### config.mk
export PLATFORM = sky130hd
export DESIGN_NAME = dstsy_core
export DESIGN_NICKNAME = d
export VERILOG_FILES = /design/src/include/dstsy_pkg.sv /design/src/verilog/dstsy_core.sv /design/src/verilog/dstsy_rule_match.sv
export SDC_FILE = /design/constraint.sdc
export NUM_CORES = 1
export LEC_CHECK = 0
export ABC_AREA = 1
export BUFFER_PORTS_ARGS = -buffer_cell sky130_fd_sc_hd__clkbuf_2
export CAP_MARGIN = 20
export CORE_MARGIN = 2
export CORE_UTILIZATION = 45
export DETAILED_ROUTE_END_ITERATION = 8
export PLACE_DENSITY = 0.72
export SLEW_MARGIN = 0
export SYNTH_ARGS = -nofsm -noshare
export SYNTH_HDL_FRONTEND = slang
export SYNTH_HIERARCHICAL = 1
export SYNTH_SLANG_ARGS = --single-unit
### constraint.sdc
create_clock -name clk_i -period 3.2 [get_ports clk_i]
set_input_delay 0.32 -clock clk_i [delete_from_list [all_inputs] [get_ports clk_i]]
set_output_delay 0.32 -clock clk_i [all_outputs]
set_load 0.1 [all_outputs]
### src/include/dstsy_pkg.sv
package dstsy_pkg;

    // Local time as the real-time clock presents it; wday 0 is Sunday.
    typedef struct packed {
        logic [5:0] sec;
        logic [5:0] min;
        logic [4:0] hour;
        logic [4:0] day;
        logic [3:0] month;
        logic [2:0] wday;
    } dstsy_time_t;

    // Conversion rule sets; the last one takes its dates from the user fields.
    typedef enum logic [2:0] {
        DSTSY_PRESET_BRUSSELS_RULE = 3'h0,
        DSTSY_PRESET_BRITAIN = 3'h1,
        DSTSY_PRESET_AMERICA_OLD = 3'h2,
        DSTSY_PRESET_AMERICA_NEW = 3'h3,
        DSTSY_PRESET_DOWN_UNDER_MAINLAND = 3'h4,
        DSTSY_PRESET_ISLAND_STATE_SOUTH = 3'h5,
        DSTSY_PRESET_KIWI = 3'h6,
        DSTSY_USER_DEFINED = 3'h7
    } dstsy_rule_t;

    // Which Sunday of a month a preset switches on; DSTSY_ORD_DATE takes the user day instead.
    typedef enum logic [2:0] {
        DSTSY_ORD_FIRST = 3'h0,
        DSTSY_ORD_SECOND = 3'h1,
        DSTSY_ORD_THIRD = 3'h2,
        DSTSY_ORD_LAST = 3'h3,
        DSTSY_ORD_DATE = 3'h4
    } dstsy_ord_t;

    // Settings held by the block; all zero after reset means everything off.
    typedef struct packed {
        logic dst_en;
        dstsy_rule_t rule;
        logic time_sync_enable;
        logic [3:0] start_month;
        logic [4:0] start_day;
        logic [3:0] end_month;
        logic [4:0] end_day;
        logic [7:0] offset;
    } dstsy_cfg_t;

    // Results of matching the current time against the selected rule.
    typedef struct packed {
        logic fwd_hit;
        logic back_hit;
        dstsy_time_t fwd_time;
        dstsy_time_t back_time;
    } dstsy_shift_t;

    localparam dstsy_cfg_t DSTSY_CFG_RESET = '0;
    localparam logic [3:0] DSTSY_MARCH = 4'h3;
    localparam logic [3:0] DSTSY_APRIL = 4'h4;
    localparam logic [3:0] DSTSY_OCTOBER = 4'hA;
    localparam logic [3:0] DSTSY_NOVEMBER = 4'hB;
    localparam logic [2:0] DSTSY_SUNDAY = 3'h0;
    localparam logic [4:0] DSTSY_SECOND_LO = 5'h08;
    localparam logic [4:0] DSTSY_THIRD_LO = 5'h0F;
    localparam logic [4:0] DSTSY_LAST_LO = 5'h19;
    localparam logic [4:0] DSTSY_WEEK_SPAN = 5'h07;
    localparam logic [10:0] DSTSY_MOD_0100 = 11'h03C;
    localparam logic [10:0] DSTSY_MOD_0200 = 11'h078;
    localparam logic [10:0] DSTSY_MOD_0300 = 11'h0B4;
    localparam logic [10:0] DSTSY_MIN_PER_HOUR = 11'h03C;
    localparam logic [7:0] DSTSY_OFFSET_PRESET = 8'h3C;
    localparam logic [7:0] DSTSY_OFFSET_MAX = 8'hB4;

    // Minutes since midnight of a time value.
    function automatic logic [10:0] dstsy_mod(input dstsy_time_t t);
        dstsy_mod = 11'(t.hour * DSTSY_MIN_PER_HOUR) + 11'(t.min);
    endfunction

    // Replaces hour and minute of a time with a minutes-since-midnight value.
    function automatic dstsy_time_t dstsy_set_mod(input dstsy_time_t t, input logic [10:0] m);
        dstsy_time_t r;
        r = t;
        r.hour = 5'(m / DSTSY_MIN_PER_HOUR);
        r.min = 6'(m % DSTSY_MIN_PER_HOUR);
        r.sec = '0;
        dstsy_set_mod = r;
    endfunction

endpackage

### src/verilog/dstsy_core.sv
`timescale 1ns/10ps
`default_nettype none

module dstsy_core (
    input wire logic clk_i, // System clock, 100 MHz.
    input wire logic rstn_i, // Asynchronous reset, active low.
    input wire dstsy_pkg::dstsy_time_t time_i, // Current time from the clock.
    input wire logic operating_i, // High in run or stop, low when buffered.
    input wire logic cfg_we_i, // Pulse: store cfg_wdata_i.
    input wire dstsy_pkg::dstsy_cfg_t cfg_wdata_i, // New settings.
    output dstsy_pkg::dstsy_cfg_t cfg_o, // Held settings, readable.
    input wire logic set_i, // Pulse: explicit clock set request.
    input wire dstsy_pkg::dstsy_time_t set_time_i, // Time for the explicit set.
    input wire logic sync_valid_i, // Pulse: time offered by comm module.
    input wire dstsy_pkg::dstsy_time_t sync_time_i, // Time from comm module.
    output logic load_o, // Pulse: load load_time_o into the clock.
    output dstsy_pkg::dstsy_time_t load_time_o, // Time to load.
    output logic tx_valid_o, // Time offered to expansion modules.
    input wire logic tx_ready_i, // Expansion side accepts the time.
    output dstsy_pkg::dstsy_time_t tx_time_o, // Time sent to expansion modules.
    output logic summer_o, // High while summertime is active.
    output logic busy_o // High while a load or send is in progress.
);
    import dstsy_pkg::*;

    typedef enum logic [1:0] {
        DSTSY_IDLE = 2'b00,
        DSTSY_LOAD = 2'b01,
        DSTSY_SEND = 2'b11
    } dstsy_state_t;

    dstsy_state_t state;
    dstsy_state_t next_state;
    dstsy_cfg_t cfg;
    dstsy_cfg_t next_cfg;
    dstsy_time_t load_time;
    dstsy_time_t next_load_time;
    dstsy_time_t tx_time;
    dstsy_time_t next_tx_time;
    logic load;
    logic next_load;
    logic summer;
    logic next_summer;
    logic send_after;
    logic next_send_after;
    logic send_pend;
    logic next_send_pend;
    logic [4:0] last_hour;
    logic [4:0] next_last_hour;
    logic hour_tick;
    logic dst_ok;
    dstsy_shift_t shift;

    // Rule lookup and date matching for the selected rule set.
    dstsy_rule_match u_match (
        .now_i(time_i),
        .cfg_i(cfg),
        .shift_o(shift)
    );

    // Conversion runs only when enabled and powered from the supply.
    assign dst_ok = cfg.dst_en && operating_i;

    // A change of hour on the clock marks the hourly broadcast.
    assign hour_tick = (time_i.hour != last_hour);

    // Settings are stored as written; reset leaves them all off.
    always_comb begin
        next_cfg = cfg;
        if (cfg_we_i) begin
            next_cfg = cfg_wdata_i;
        end
    end

    // Pending broadcast: set by power-up and hour change, set wins over clear.
    always_comb begin
        next_last_hour = time_i.hour;
        next_send_pend = send_pend;
        // A finished plain broadcast clears the request.
        if (state == DSTSY_SEND && tx_ready_i && !send_after) begin
            next_send_pend = 1'b0;
        end
        // Any change of hour asks for one more, even in the clearing cycle.
        if (hour_tick) begin
            next_send_pend = 1'b1;
        end
    end

    // Main sequencer: pick one clock change or one broadcast per pass.
    always_comb begin
        next_state = state;
        next_load = 1'b0;
        next_load_time = load_time;
        next_tx_time = tx_time;
        next_summer = summer;
        next_send_after = send_after;
        case (state)
            DSTSY_IDLE: begin
                if (cfg.time_sync_enable && sync_valid_i) begin
                    next_load = 1'b1;
                    next_load_time = sync_time_i;
                    next_send_after = 1'b0;
                    next_state = DSTSY_LOAD;
                end else if (set_i) begin
                    next_load = 1'b1;
                    next_load_time = set_time_i;
                    next_send_after = 1'b1;
                    next_state = DSTSY_LOAD;
                end else if (dst_ok && !summer && shift.fwd_hit) begin
                    next_load = 1'b1;
                    next_load_time = shift.fwd_time;
                    next_summer = 1'b1;
                    next_send_after = 1'b1;
                    next_state = DSTSY_LOAD;
                end else if (dst_ok && summer && shift.back_hit) begin
                    next_load = 1'b1;
                    next_load_time = shift.back_time;
                    next_summer = 1'b0;
                    next_send_after = 1'b1;
                    next_state = DSTSY_LOAD;
                end else if (send_pend) begin
                    next_tx_time = time_i;
                    next_send_after = 1'b0;
                    next_state = DSTSY_SEND;
                end
            end
            DSTSY_LOAD: begin
                // The new time goes out to the expansion modules after a set or a summertime switch, not after a sync load.
                if (send_after) begin
                    next_tx_time = load_time;
                    next_state = DSTSY_SEND;
                end else begin
                    next_state = DSTSY_IDLE;
                end
            end
            DSTSY_SEND: begin
                if (tx_ready_i) begin
                    next_send_after = 1'b0;
                    next_state = DSTSY_IDLE;
                end
            end
            default: begin
                next_state = DSTSY_IDLE;
            end
        endcase
        // Turning conversion off forgets summertime state.
        if (!cfg.dst_en) begin
            next_summer = 1'b0;
        end
    end

    // Settings register; reset leaves conversion and sync both disabled.
    always_ff @(posedge clk_i or negedge rstn_i) begin
        if (!rstn_i) begin
            cfg <= DSTSY_CFG_RESET;
        end else begin
            cfg <= next_cfg;
        end
    end

    // Broadcast request; send_pend starts set so the first broadcast is the power-up one.
    always_ff @(posedge clk_i or negedge rstn_i) begin
        if (!rstn_i) begin
            send_pend <= 1'b1;
            last_hour <= '0;
        end else begin
            send_pend <= next_send_pend;
            last_hour <= next_last_hour;
        end
    end

    // Sequencer registers: state, load request, broadcast time and summer flag.
    always_ff @(posedge clk_i or negedge rstn_i) begin
        if (!rstn_i) begin
            state <= DSTSY_IDLE;
            load <= 1'b0;
            load_time <= '0;
            tx_time <= '0;
            summer <= 1'b0;
            send_after <= 1'b0;
        end else begin
            state <= next_state;
            load <= next_load;
            load_time <= next_load_time;
            tx_time <= next_tx_time;
            summer <= next_summer;
            send_after <= next_send_after;
        end
    end

    // Settings read-back.
    assign cfg_o = cfg;

    // Clock load request, a one-cycle pulse with its time held until the next load.
    assign load_o = load;
    assign load_time_o = load_time;

    // Broadcast handshake; valid stands until the expansion side accepts.
    assign tx_valid_o = (state == DSTSY_SEND);
    assign tx_time_o = tx_time;

    // Status.
    assign summer_o = summer;
    assign busy_o = (state != DSTSY_IDLE);

endmodule // dstsy_core

`default_nettype wire

### src/verilog/dstsy_rule_match.sv
`timescale 1ns/10ps
`default_nettype none

module dstsy_rule_match (
    input wire dstsy_pkg::dstsy_time_t now_i, // Current local time.
    input wire dstsy_pkg::dstsy_cfg_t cfg_i, // Held settings.
    output dstsy_pkg::dstsy_shift_t shift_o // Shift hits and target times.
);
    import dstsy_pkg::*;

    // True when the date falls on the chosen Sunday of the month, or on the user day for DSTSY_ORD_DATE.
    function automatic logic on_day(input dstsy_time_t t, input logic [3:0] mon,
                                    input dstsy_ord_t ord, input logic [4:0] uday);
        logic sun;
        logic hit;
        sun = (t.wday == DSTSY_SUNDAY);
        hit = 1'b0;
        case (ord)
            DSTSY_ORD_FIRST: hit = sun && (t.day < DSTSY_SECOND_LO);
            DSTSY_ORD_SECOND: hit = sun && (t.day >= DSTSY_SECOND_LO) &&
                                    (t.day < DSTSY_SECOND_LO + DSTSY_WEEK_SPAN);
            DSTSY_ORD_THIRD: hit = sun && (t.day >= DSTSY_THIRD_LO) &&
                                   (t.day < DSTSY_THIRD_LO + DSTSY_WEEK_SPAN);
            DSTSY_ORD_LAST: hit = sun && (t.day >= DSTSY_LAST_LO);
            default: hit = (t.day == uday);
        endcase
        on_day = hit && (t.month == mon);
    endfunction

    logic [3:0] s_mon;
    logic [3:0] e_mon;
    dstsy_ord_t s_ord;
    dstsy_ord_t e_ord;
    logic [10:0] s_mod;
    logic [10:0] e_mod;
    logic [7:0] ofs;
    logic [10:0] now_mod;

    // Rule table: dates, switch times and offset of each rule set.
    always_comb begin
        s_mon = DSTSY_MARCH;
        e_mon = DSTSY_OCTOBER;
        s_ord = DSTSY_ORD_LAST;
        e_ord = DSTSY_ORD_LAST;
        s_mod = DSTSY_MOD_0200;
        e_mod = DSTSY_MOD_0300;
        ofs = DSTSY_OFFSET_PRESET;
        case (cfg_i.rule)
            DSTSY_PRESET_BRUSSELS_RULE: begin
                s_mon = DSTSY_MARCH;
            end
            DSTSY_PRESET_BRITAIN: begin
                s_mod = DSTSY_MOD_0100;
                e_mod = DSTSY_MOD_0200;
            end
            DSTSY_PRESET_AMERICA_OLD: begin
                s_mon = DSTSY_APRIL;
                s_ord = DSTSY_ORD_FIRST;
                e_mod = DSTSY_MOD_0200;
            end
            DSTSY_PRESET_AMERICA_NEW: begin
                s_ord = DSTSY_ORD_SECOND;
                e_mon = DSTSY_NOVEMBER;
                e_ord = DSTSY_ORD_FIRST;
                e_mod = DSTSY_MOD_0200;
            end
            DSTSY_PRESET_DOWN_UNDER_MAINLAND: begin
                s_mon = DSTSY_OCTOBER;
                e_mon = DSTSY_MARCH;
            end
            DSTSY_PRESET_ISLAND_STATE_SOUTH: begin
                s_mon = DSTSY_OCTOBER;
                s_ord = DSTSY_ORD_FIRST;
                e_mon = DSTSY_MARCH;
            end
            DSTSY_PRESET_KIWI: begin
                s_mon = DSTSY_OCTOBER;
                s_ord = DSTSY_ORD_FIRST;
                e_mon = DSTSY_MARCH;
                e_ord = DSTSY_ORD_THIRD;
            end
            default: begin
                s_mon = cfg_i.start_month;
                e_mon = cfg_i.end_month;
                s_ord = DSTSY_ORD_DATE;
                e_ord = DSTSY_ORD_DATE;
                // Offsets above the allowed span are held at the maximum.
                ofs = (cfg_i.offset > DSTSY_OFFSET_MAX) ? DSTSY_OFFSET_MAX : cfg_i.offset;
            end
        endcase
    end

    // Hits fire only in the first second of the switch minute.
    assign now_mod = dstsy_mod(now_i);
    assign shift_o.fwd_hit = (now_i.sec == '0) && (now_mod == s_mod) &&
                             on_day(now_i, s_mon, s_ord, cfg_i.start_day);
    assign shift_o.back_hit = (now_i.sec == '0) && (now_mod == e_mod) &&
                              on_day(now_i, e_mon, e_ord, cfg_i.end_day);
    assign shift_o.fwd_time = dstsy_set_mod(now_i, 11'(s_mod + 11'(ofs)));
    assign shift_o.back_time = dstsy_set_mod(now_i, 11'(e_mod - 11'(ofs)));

endmodule // dstsy_rule_match

`default_nettype wire

==> results.sh <==
export IMPL_outcome="finished with violations"
export IMPL_violations="setup timing"
export IMPL_hold_viol_final=0
export IMPL_slew_headroom_pct=33.6
export IMPL_instances_no_fill=1763
export IMPL_dieArea_um2=20100
export IMPL_layout_commonest_cell="nand2_1"
export IMPL_fill_cells=1685
export IMPL_fin_crit_ps=4080
export IMPL_syn_inst=1241
export IMPL_final_util_pct=61.0
export IMPL_path_max_fanout=8
export IMPL_rows=50
export IMPL_yosysTopAreaCell="dfrtp_1"
export IMPL_grt_first_pass_wirelength_um=40500
export IMPL_clock_fmax_ghz=0.245
export IMPL_root_buffer="clkbuf_16"
export IMPL_synth_area_leaders="dfrtp_1 29%, nand2_1 17%, nand3_1 8.3%, inv_1 7.8%, mux2_2 4.1%"
export IMPL_worst_pin_slew_ps=994
export IMPL_vias_per_cell=5.09
export IMPL_wirelength_um=26200
export IMPL_overflow=0
export IMPL_rsz0062_at_grt="true"
export IMPL_r2r_cells=33
export IMPL_crit_slowest_cell="fa_1"
export IMPL_hold_path_class="input pin to flop"
export IMPL_initial_core_util_pct=45.8
export IMPL_worstSetupStartpointType="input pin"
export IMPL_synth_top_cell_area_share_pct=29.0
export IMPL_regArea_um2=2520
export IMPL_h_tree_depth=3
export IMPL_worstPathArrival_ps=4380
export IMPL_dp_hpwl_um=19600
export IMPL_worst_path_largest_cell_delay_ps=570
export IMPL_multi_input_area_um2=5180
export IMPL_yosysUniqueCellTypes=57
export IMPL_detail_route_antenna_nets=0
export IMPL_min_path_cells=2
export IMPL_async_reset_ff_share_pct=100
export IMPL_routabilityCongestion=0.949
export IMPL_io_pin_count=218
export IMPL_drtIter0Drc=664
export IMPL_dp_cells=1732
export IMPL_clock_latency_ps=360
export IMPL_reg2reg_to="load_time_o[21]$_DFFE_PN0P_"
export IMPL_power_density_nw_per_um2=951
export IMPL_ctsLongestPathBuffers=2
export IMPL_firstDrtPassIters=7
export IMPL_num_antenna_cells=0
export IMPL_leakage_nw=6.44
export IMPL_cp_required_ps=3500
export IMPL_wl_per_cell_um=14.9
export IMPL_critical_path_class="input pin to flop"
export IMPL_ys_flop_type="dfrtp_1"
export IMPL_fin_skew_ps=11.5
export IMPL_yosys_warnings=6
export IMPL_min_delay_start="cfg_wdata_i[9]"
export IMPL_rrSetupSlack_ps=-530
export IMPL_report_final_slew_viol_count=0
export IMPL_dp_slack_ps=-1150
export IMPL_timing_final_ws_setup_ps=-882
export IMPL_period_share_pct=128
export IMPL_holdWs_ps=195
export IMPL_track_usage_pct=25.3
export IMPL_die_y_um=142
export IMPL_fin_nets=1682
export IMPL_hold_path_end="cfg_o[9]$_DFFE_PN0P_"
export IMPL_peakVddDrop_mv=0.432
export IMPL_path_clk_slew_ps=80
export IMPL_synthesis_area_um2=8530
export IMPL_cts_tree="yes"
export IMPL_synthToLayoutAreaGrowth_pct=33.4
export IMPL_ys_seq_area_share_pct=29.3
export IMPL_synth_edf_count=0
export IMPL_end_kind="flop"
export IMPL_clock_sinks=100
export IMPL_core_um2=18600
export IMPL_antenna_found_initial=0
export IMPL_io_buffers=217
export IMPL_final_cell_mix="312 x nand2_1, 215 x clkbuf_2, 176 x inv_1, 138 x nand3_1, 106 x buf_4"
export IMPL_r2r_start="cfg_o[7]$_DFFE_PN0P_"
export IMPL_maxCapViolCount=0
export IMPL_fp_dieW_um=142
export IMPL_drive_above_1_share_pct=36.6
export IMPL_cts_buffers=9
export IMPL_grt_pass1_vias=8282
export IMPL_finalSetupViolCount=63
export IMPL_avgSynthCellArea_um2=6.87
export IMPL_grt_start_max_net_pins=70
export IMPL_drc=0
export IMPL_num_vias=8965
export IMPL_synth_seq_cells=100
## per-stage QoR
stage,TNS (ps),power [mW],instance area (um2)
after floorplan,-45670,7.30,8660
after global placement,-66780,8.67,10400
after detailed placement,-69960,8.77,10400
after CTS,-46910,10.1,10800
after global routing,-66790,11.4,11400
final,-52690,10.8,11400
## state kept, by name (all words and copies together) (netlist names)
register,count
cfg_o,31
load_time_o,29
tx_time_o,29
last_hour,5
state,2
load_o,1
send_after,1
send_pend,1
summer_o,1
## final cells by class
| cell class | instances | share of cell area (%) |
|---|---|---|
| Clock buffer | 9 | 1.98 |
| Clock inverter | 7 | 0.934 |
| Inverter | 190 | 6.51 |
| Multi-Input combinational cell | 876 | 45.5 |
| Sequential cell | 100 | 22.1 |
| Tap cell | 234 | 2.57 |
| Timing Repair Buffer | 347 | 20.4 |
## where the power goes
part	internal, mW	leakage (nW)	switching, mW
clock network	0.700	0.156	0.544
logic	2.07	5.07	5.41
registers	1.67	1.22	0.429
total	4.44	6.44	6.38
## worst max path at each step
stage | from | end | depth (start not counted)
final | time_i[14] | tx_time_o[6]$_DFFE_PN0P_ | 26
after floorplan | time_i[14] | load_time_o[17]$_DFFE_PN0P_ | 26
after global placement | time_i[14] | load_time_o[19]$_DFFE_PN0P_ | 25
after detailed placement | time_i[14] | load_time_o[3]$_DFFE_PN0P_ | 26
after global routing | time_i[14] | tx_time_o[4]$_DFFE_PN0P_ | 26
after CTS | time_i[14] | tx_time_o[9]$_DFFE_PN0P_ | 27
## synth_stat cells (all sizes together), types with 2 or more instances
library cell / instances
o21a: 2
inv: 188
and2: 2
fa: 8
nand3b: 5
a221oi: 2
xor2: 22
a31oi: 31
dfrtp: 99
o41ai: 2
o21ai: 27
buf: 71
nand4: 9
clkinv: 2
o211ai: 3
nor3: 6
mux2: 31
xnor2: 10
nor2: 76
nand3: 155
o2111ai: 3
or2: 4
a21oi: 15
nor4: 3
clkbuf: 17
nand2: 408
ha: 25
o31ai: 4
## critical path: cells and delay by family
kind | cells | cell delay [ps]
adder cells (fa/ha/maj) | 4 | 1830
AND/OR/NAND/NOR | 14 | 1460
buffers and inverters | 6 | 520
XOR/XNOR | 1 | 140
AO/OA/AOI/OAI | 1 | 110
## routing by layer
layer	share of wire, %	track usage (%)
met2	49	42.9
met3	6.4	4.29
met5	0	0
met4	2.7	8.68
met1	42	32.8
## kinds of logic (layout without fill, tap and decap cells)
logic type / count (synthesis) / in the layout / synth area share, %
simple gates: 670 / 670 / 35.4
buf+inv: 278 / 553 / 14.8
flops: 100 / 100 / 29.3
compound gates: 96 / 96 / 7.41
fa+ha+maj: 33 / 33 / 5.54
xor+xnor: 32 / 32 / 3.37
mux: 31 / 31 / 4.09
other cells: 1 / 14 / 0.0440
## repair_timing
| action | CTS | global route |
|---|---|---|
| gates cloned | 1 | 9 |
| endpoints found under the setup margin | 63 | 63 |
| buffers inserted | 0 | 4 |
| pin swaps | 0 | 30 |
| hold endpoints to repair | 31 | 0 |
| resized for setup | 10 | 115 |
| hold buffers | 1 | 0 |
Note: power is estimated with default switching activity, not from simulation.
